--- src/serial_link_settings_consts.vh ---
`ifndef SERIAL_LINK_SETTINGS_CONSTS_VH
`define SERIAL_LINK_SETTINGS_CONSTS_VH
// ****************************************
// Register addresses (protocol addresses)
// ****************************************
`define ADDR_LINK_ENABLE   16'hc6d5
`define ADDR_SLAVE_ADDRESS 16'hc6d6
`define ADDR_LINE_RATE     16'hc6d7
`define ADDR_FRAME_FORMAT  16'hc6d8
// ****************************************
// Function and exception codes
// ****************************************
`define FC_READ_HOLDING    8'h03
`define FC_WRITE_SINGLE    8'h06
`define EXC_ILLEGAL_FUNC   8'h01
`define EXC_ILLEGAL_ADDR   8'h02
`define EXC_DEVICE_FAILURE 8'h04
// ****************************************
// Reset values and limits
// ****************************************
`define RST_LINK_ENABLE    16'h0001
`define RST_SLAVE_ADDRESS  16'h0001
`define RST_LINE_RATE      16'h0001
`define RST_FRAME_FORMAT   16'h0000
`define SLAVE_ADDR_MIN     16'h0001
`define SLAVE_ADDR_MAX     16'h00f7
`define LINK_ENABLE_MAX    16'h0001
`define LINE_RATE_MAX      16'h0001
`define FRAME_FORMAT_MAX   16'h0003
// ****************************************
// Frame format codes
// ****************************************
`define FMT_8E1            2'h0
`define FMT_8O1            2'h1
`define FMT_8N2            2'h2
`define FMT_8N1            2'h3
// ****************************************
// Session timing
// ****************************************
`define SESSION_TIME_S     15
`define CLOCK_HZ           125000000
`endif

--- src/serial_link_settings_bank.v ---
// Operation
// - Four consecutive read/write holding registers hold the serial link settings.
// - Reads use function 0x03 and the bank answers it for these addresses.
// - Writes use function 0x06 and the bank accepts it for these addresses.
// - The slave address accepts 1 to 247 and resets to 1.
// - Format code 0 means 8 data bits, even parity, 1 stop bit, and is the reset value.
// - Format code 1 means 8 data bits, odd parity, 1 stop bit.
// - Format code 2 means 8 data bits, no parity, 2 stop bits.
// - Format code 3 means 8 data bits, no parity, 1 stop bit, flagged non-conforming.
// - An out-of-range write leaves the register unchanged and returns exception 04.
// - Line rate accepts only 0 (9600) and 1 (19200, default); other codes fail.
// - A write session ends 15 seconds after access was granted.
// - A new slave address never takes effect: reset reloads slave_address_r with 1 before it is latched.
`timescale 1ns/100ps
`include "serial_link_settings_consts.vh"

module serial_link_settings_bank #(
  parameter [31:0] SESSION_CYCLES = `SESSION_TIME_S * `CLOCK_HZ
) (
  input  wire        clock,
  input  wire        rst_n,
  input  wire        req_valid,
  input  wire [7:0]  req_func,
  input  wire [15:0] req_addr,
  input  wire [15:0] req_data,
  input  wire        access_grant,
  output reg         rsp_valid,
  output reg         rsp_exception,
  output reg  [7:0]  rsp_code,
  output reg  [15:0] rsp_data,
  output reg         session_active,
  output reg         link_on,
  output reg  [7:0]  active_slave_address,
  output reg         line_rate_19200,
  output reg         parity_enable,
  output reg         parity_odd,
  output reg         two_stop_bits,
  output reg         format_nonconforming
);

  // ****************************************
  // Register storage
  // ****************************************
  reg [15:0] link_enable_r;
  reg [15:0] slave_address_r;
  reg [15:0] line_rate_select_r;
  reg [15:0] frame_format_select_r;
  reg [31:0] session_cnt_r;
  reg        restart_done_r;

  reg        hit;
  reg        in_range;
  reg [15:0] rd_val;

  // Reset view of the live settings, drawn from the register defaults
  localparam [15:0] RST_ADDR_WORD = `RST_SLAVE_ADDRESS;
  localparam [15:0] RST_LINK_WORD = `RST_LINK_ENABLE;
  localparam [15:0] RST_RATE_WORD = `RST_LINE_RATE;

  // ****************************************
  // Request decode
  // ****************************************

  // Address decode, read mux and range check
  always @* begin
    hit      = 1'b1;
    in_range = 1'b0;
    rd_val   = 16'h0000;
    case (req_addr)
      `ADDR_LINK_ENABLE: begin
        rd_val   = link_enable_r;
        in_range = (req_data <= `LINK_ENABLE_MAX);
      end
      `ADDR_SLAVE_ADDRESS: begin
        rd_val   = slave_address_r;
        in_range = (req_data >= `SLAVE_ADDR_MIN) && (req_data <= `SLAVE_ADDR_MAX);
      end
      `ADDR_LINE_RATE: begin
        rd_val   = line_rate_select_r;
        in_range = (req_data <= `LINE_RATE_MAX);
      end
      `ADDR_FRAME_FORMAT: begin
        rd_val   = frame_format_select_r;
        in_range = (req_data <= `FRAME_FORMAT_MAX);
      end
      default: hit = 1'b0;
    endcase
  end

  // ****************************************
  // Request qualifiers
  // ****************************************

  // A write lands only inside an open session and with a legal value
  wire do_read  = req_valid && (req_func == `FC_READ_HOLDING);
  wire do_write = req_valid && (req_func == `FC_WRITE_SINGLE);
  wire wr_ok    = do_write && hit && session_active && in_range;

  // ****************************************
  // Setting registers
  // ****************************************

  // Register writes, only inside a session and only with legal values
  always @(posedge clock or negedge rst_n) begin
    if (!rst_n) begin
      link_enable_r         <= `RST_LINK_ENABLE;
      slave_address_r       <= `RST_SLAVE_ADDRESS;
      line_rate_select_r    <= `RST_LINE_RATE;
      frame_format_select_r <= `RST_FRAME_FORMAT;
    end else if (wr_ok) begin
      case (req_addr)
        `ADDR_LINK_ENABLE:   link_enable_r         <= req_data;
        `ADDR_SLAVE_ADDRESS: slave_address_r       <= req_data;
        `ADDR_LINE_RATE:     line_rate_select_r    <= req_data;
        `ADDR_FRAME_FORMAT:  frame_format_select_r <= req_data;
        default:             link_enable_r         <= link_enable_r;
      endcase
    end
  end

  // ****************************************
  // Write session
  // ****************************************

  // Session timer: grant opens it, expiry closes it
  always @(posedge clock or negedge rst_n) begin
    if (!rst_n) begin
      session_active <= 1'b0;
      session_cnt_r  <= 32'h0000_0000;
    end else if (access_grant) begin
      session_active <= 1'b1;
      session_cnt_r  <= SESSION_CYCLES;
    end else if (session_active) begin
      if (session_cnt_r <= 32'h0000_0001) begin
        session_active <= 1'b0;
        session_cnt_r  <= 32'h0000_0000;
      end else begin
        session_cnt_r  <= session_cnt_r - 32'h0000_0001;
      end
    end
  end

  // ****************************************
  // Bus answer
  // ****************************************

  // Response generation, one cycle after the request
  always @(posedge clock or negedge rst_n) begin
    if (!rst_n) begin
      rsp_valid     <= 1'b0;
      rsp_exception <= 1'b0;
      rsp_code      <= 8'h00;
      rsp_data      <= 16'h0000;
    end else begin
      rsp_valid     <= req_valid;
      rsp_exception <= 1'b0;
      rsp_code      <= req_func;
      rsp_data      <= 16'h0000;
      if (do_read && hit) begin
        rsp_data <= rd_val;
      end else if (do_write && hit && in_range && session_active) begin
        rsp_data <= req_data;
      end else if (do_write && hit) begin
        rsp_exception <= 1'b1;
        rsp_code      <= `EXC_DEVICE_FAILURE;
      end else if (do_read || do_write) begin
        rsp_exception <= 1'b1;
        rsp_code      <= `EXC_ILLEGAL_ADDR;
      end else begin
        rsp_exception <= req_valid;
        rsp_code      <= req_valid ? `EXC_ILLEGAL_FUNC : 8'h00;
      end
    end
  end

  // ****************************************
  // Live line settings
  // ****************************************

  // Live line settings; the bus address is latched once after reset release
  always @(posedge clock or negedge rst_n) begin
    if (!rst_n) begin
      restart_done_r       <= 1'b0;
      active_slave_address <= RST_ADDR_WORD[7:0];
      link_on              <= RST_LINK_WORD[0];
      line_rate_19200      <= RST_RATE_WORD[0];
      parity_enable        <= 1'b1;
      parity_odd           <= 1'b0;
      two_stop_bits        <= 1'b0;
      format_nonconforming <= 1'b0;
    end else begin
      restart_done_r <= 1'b1;
      if (!restart_done_r)
        active_slave_address <= slave_address_r[7:0];
      link_on         <= link_enable_r[0];
      line_rate_19200 <= line_rate_select_r[0];
      case (frame_format_select_r[1:0])
        `FMT_8E1: begin
          parity_enable        <= 1'b1;
          parity_odd           <= 1'b0;
          two_stop_bits        <= 1'b0;
          format_nonconforming <= 1'b0;
        end
        `FMT_8O1: begin
          parity_enable        <= 1'b1;
          parity_odd           <= 1'b1;
          two_stop_bits        <= 1'b0;
          format_nonconforming <= 1'b0;
        end
        `FMT_8N2: begin
          parity_enable        <= 1'b0;
          parity_odd           <= 1'b0;
          two_stop_bits        <= 1'b1;
          format_nonconforming <= 1'b0;
        end
        default: begin
          parity_enable        <= 1'b0;
          parity_odd           <= 1'b0;
          two_stop_bits        <= 1'b0;
          format_nonconforming <= 1'b1;
        end
      endcase
    end
  end

endmodule

--- config.mk ---
export PLATFORM = sky130hd
export DESIGN_NAME = serial_link_settings_bank
export DESIGN_NICKNAME = d
export VERILOG_FILES = /design/src/serial_link_settings_bank.v
export VERILOG_INCLUDE_DIRS = /design/src
export SDC_FILE = /design/constraint.sdc
export NUM_CORES = 1
export LEC_CHECK = 0
export BUFFER_PORTS_ARGS = -buffer_cell sky130_fd_sc_hd__buf_2
export CORE_MARGIN = 2
export CORE_UTILIZATION = 28
export CTS_CLUSTER_SIZE = 25
export DETAILED_ROUTE_END_ITERATION = 6
export HOLD_SLACK_MARGIN = 0.12
export PLACE_DENSITY = 0.46
export SLEW_MARGIN = 20
export SYNTH_ARGS = -nofsm -noshare
export SYNTH_HDL_FRONTEND = slang
export SYNTH_SLANG_ARGS = --single-unit
--- constraint.sdc ---
create_clock -name clock -period 4.9 [get_ports clock]
set_input_delay 0.49 -clock clock [delete_from_list [all_inputs] [get_ports clock]]
set_output_delay 0.49 -clock clock [all_outputs]
set_load 0.05 [all_outputs]
==> impl_metrics.json <==
{
  "holdBufCountCts": 0,
  "final_common_cell": "dfrtp_1",
  "yosysSeqAreaShare_pct": 57.6,
  "yosysUniqueCellTypes": 59,
  "arrival_ps": 3450,
  "slowest_stage": "nor4_4",
  "p_leak_nw": 3.26,
  "multiInputGateArea_sq_mm": 0.00245,
  "io_buffers": 84,
  "intPower_mw": 1.97,
  "syn_avg_cell_area_sq_um": 11.8,
  "clkLatencyLatePin_ps": 420,
  "switching_power_uw": 645,
  "ir_drop_mv": 0.180,
  "synth_cells": 509,
  "clockRootBuffer": "clkbuf_16",
  "fin_crit_ps": 3150,
  "cp_cell_sequence": "nor4_1 > nand4_1 > nor4_4 > nor4b_1 > or3_1",
  "synth_edf_count": 0,
  "nets": 644,
  "cts_buffers": 17,
  "drt_iter0_drc": 310,
  "synth.ff_latch_count": 138,
  "rsz0062_at_grt": "no",
  "combPwrFrac_pct": 5.4,
  "seq_area_sq_mm": 0.00346,
  "power_density_mw_per_mm2": 357,
  "rows": 53,
  "fp.dieH_microns": 151,
  "die_w_microns": 151,
  "fin_skew_ps": 8.27,
  "synth_area_leaders": "dfrtp_1, mux2_2, nor2b_1",
  "max_slew.worst_pin.slew_ps": 1110,
  "crit_type": "reg2reg",
  "tns_ps": 0,
  "startpoint_type": "flop",
  "max-slew-margin-rel_pct": 25.7,
  "first_global_vias": 4396,
  "cts_tree": "yes",
  "cp.required_ps": 5200,
  "wire_per_inst_microns": 16.1,
  "ios": 85,
  "diodes": 0,
  "start_util_pct": 28.6,
  "cts_resized": 0,
  "grt_util_all_layers_pct": 13.4,
  "synth_top_area_share_pct": 54.5,
  "antenna_found_initial": 0,
  "clock-sinks": 138,
  "status": "complete, no violations",
  "gp_congestion": 0.738,
  "viasPerCell": 4.82,
  "slew_viol_final": 0,
  "setup_viol": 0,
  "finalHoldViolCount": 0,
  "grt_pass1_wl_microns": 23400,
  "num_vias": 4267,
  "grt_max_degree": 93,
  "layout_common_cells": "dfrtp_1, buf_2, nand2_1, nor2b_1, a21oi_1",
  "utilization_pct": 34.8,
  "timing.fmax_mhz": 317,
  "power_frac_seq_pct": 44.8,
  "synth_top_cell_by_area": "dfrtp_1",
  "dp_hpwl_microns": 9680,
  "syn_to_final_growth_pct": 21.8,
  "async_flop_share_pct": 100,
  "syn_area_sq_mm": 0.00601,
  "drive_gt1_share_pct": 28.8,
  "end_kind": "flop",
  "pwr-share-clk_pct": 49.8,
  "htree_levels": 4,
  "nFillCells": 2079,
  "finalWirelength_microns": 14300,
  "critical_path_peak_fanout": 17,
  "critical-path-top-delay-family": "simple AND/OR/NAND/NOR gates",
  "ys.flop_type": "dfrtp_1",
  "clockBufferDepth": 2,
  "grt-ovfl-total": 0,
  "maxCapViolCount": 0,
  "ys.warnings.count": 0,
  "path_clk_slew_ps": 60,
  "die_area_sq_mm": 0.0227,
  "critPathBufInv": 0,
  "period_share_pct": 64.3,
  "coreArea_sq_mm": 0.0210,
  "post_cts_buffers": 0,
  "hold_path.class": "in2async",
  "drtPass1Iterations": 6,
  "drc": 0,
  "sw_frac_of_total_pct": 24.7,
  "slowest_delay_ps": 1000,
  "ant_nets": 0
}
[flip-flops by register name, summed over array words and instances (netlist names), 8 cells and up]
signal and flops:
frame_format_select_r 16, rsp_data 16, line_rate_select_r 16, rsp_code 8
slave_address_r 16, link_enable_r 16, active_slave_address 8, session_cnt_r 32
[Yosys cell counts, types with 3 or more instances]
library cell and instances:
nor4_1 11, o21ai_0 12, dfstp_2 7, nand4_1 8, mux2_2 24, inv_1 4, a21oi_1 30, xnor2_1 3
nor4b_1 3, or3_4 3, o31ai_1 9, nor3_1 11, nand2_1 39, dfrtp_1 131, nand3b_1 5, nor2_1 20
or2_2 6, clkbuf_1 14, or3_1 16, and2_1 24, nand3_1 7, nor4_4 3, buf_2 4, a222oi_1 16
or4_1 12, nand2b_1 3, o22ai_1 8, nor2b_1 31, a211o_1 5
[power groups by stage]
stage               clock network, mW  registers [mW]  logic (mW)
floorplan                           0            1.20      0.0630
global placement                    0            1.19       0.140
detailed placement                  0            1.19       0.144
CTS                              1.34            1.17       0.145
global route                     1.40            1.17       0.159
finish                           1.30            1.17       0.141
[worst paths after layout]
| kind | startpoint | endpoint | slack [ps] | cells after the start |
|---|---|---|---|---|
| setup / recovery | session_cnt_r[4]$_DFFE_PN0P_ | session_cnt_r[22]$_DFFE_PN0P_ | 1750 | 5 |
| setup reg to reg | session_cnt_r[4]$_DFFE_PN0P_ | session_cnt_r[22]$_DFFE_PN0P_ | 1750 | 5 |
| max in group asynchronous | rst_n | session_cnt_r[3]$_DFFE_PN0P_ | 3610 | 2 |
| hold / removal | rst_n | session_cnt_r[22]$_DFFE_PN0P_ | 140 | 1 |
| hold reg to reg | link_enable_r[0]$_DFFE_PN1P_ | link_on$_DFF_PN1_ | 380 | 0 |
| min in group clock | req_valid | rsp_valid$_DFF_PN0_ | 240 | 1 |
[cell families (layout without fill, tap and decap cells)]
| kind of cell | after synthesis | in the layout | synth area share (%) |
|---|---|---|---|
| simple gates | 219 | 219 | 22.9 |
| flops | 138 | 138 | 57.6 |
| compound gates | 90 | 90 | 10.9 |
| mux | 29 | 29 | 5.54 |
| buf+inv | 25 | 123 | 1.89 |
| xor+xnor | 4 | 4 | 0.583 |
| fa+ha+maj | 2 | 2 | 0.416 |
| other cells | 2 | 6 | 0.125 |
[worst register-to-register path, delay by kind of cell (launching register included)]
family        cells  cell delay [ps]
simple gates      5             2640
flops             1              400
[metal layers]
metal	routed length (microns)	up-vias	global-route usage, %
met4	169	0	4.62
met2	6740	100	21.0
met5	0	-	0
li1	-	2063	-
met3	610	11	3.73
met1	6740	2093	18.0
[cell type report]
type	count	share of cell area [%]
clock buffers	18	5.86
clock inverters	14	2.24
inverters	5	0.256
multi-input cells	350	33.5
flip-flops and latches	138	47.3
well taps	275	4.70
repair buffers	86	6.14
[stage by stage]
step / hold WS (ps) / cells / cell area (sq um) / setup slack [ps] / total power [mW]
after detailed placement: 368 / 853 / 6710 / 1380 / 1.33
after floorplan: 194 / 513 / 6030 / 2330 / 1.26
after CTS: 173 / 885 / 7300 / 1750 / 2.65
after global routing: 196 / 886 / 7320 / 1570 / 2.73
final: 142 / 886 / 7320 / 1750 / 2.61
after global placement: 373 / 853 / 6710 / 1450 / 1.33
Note: power is estimated with default switching activity, not from simulation.
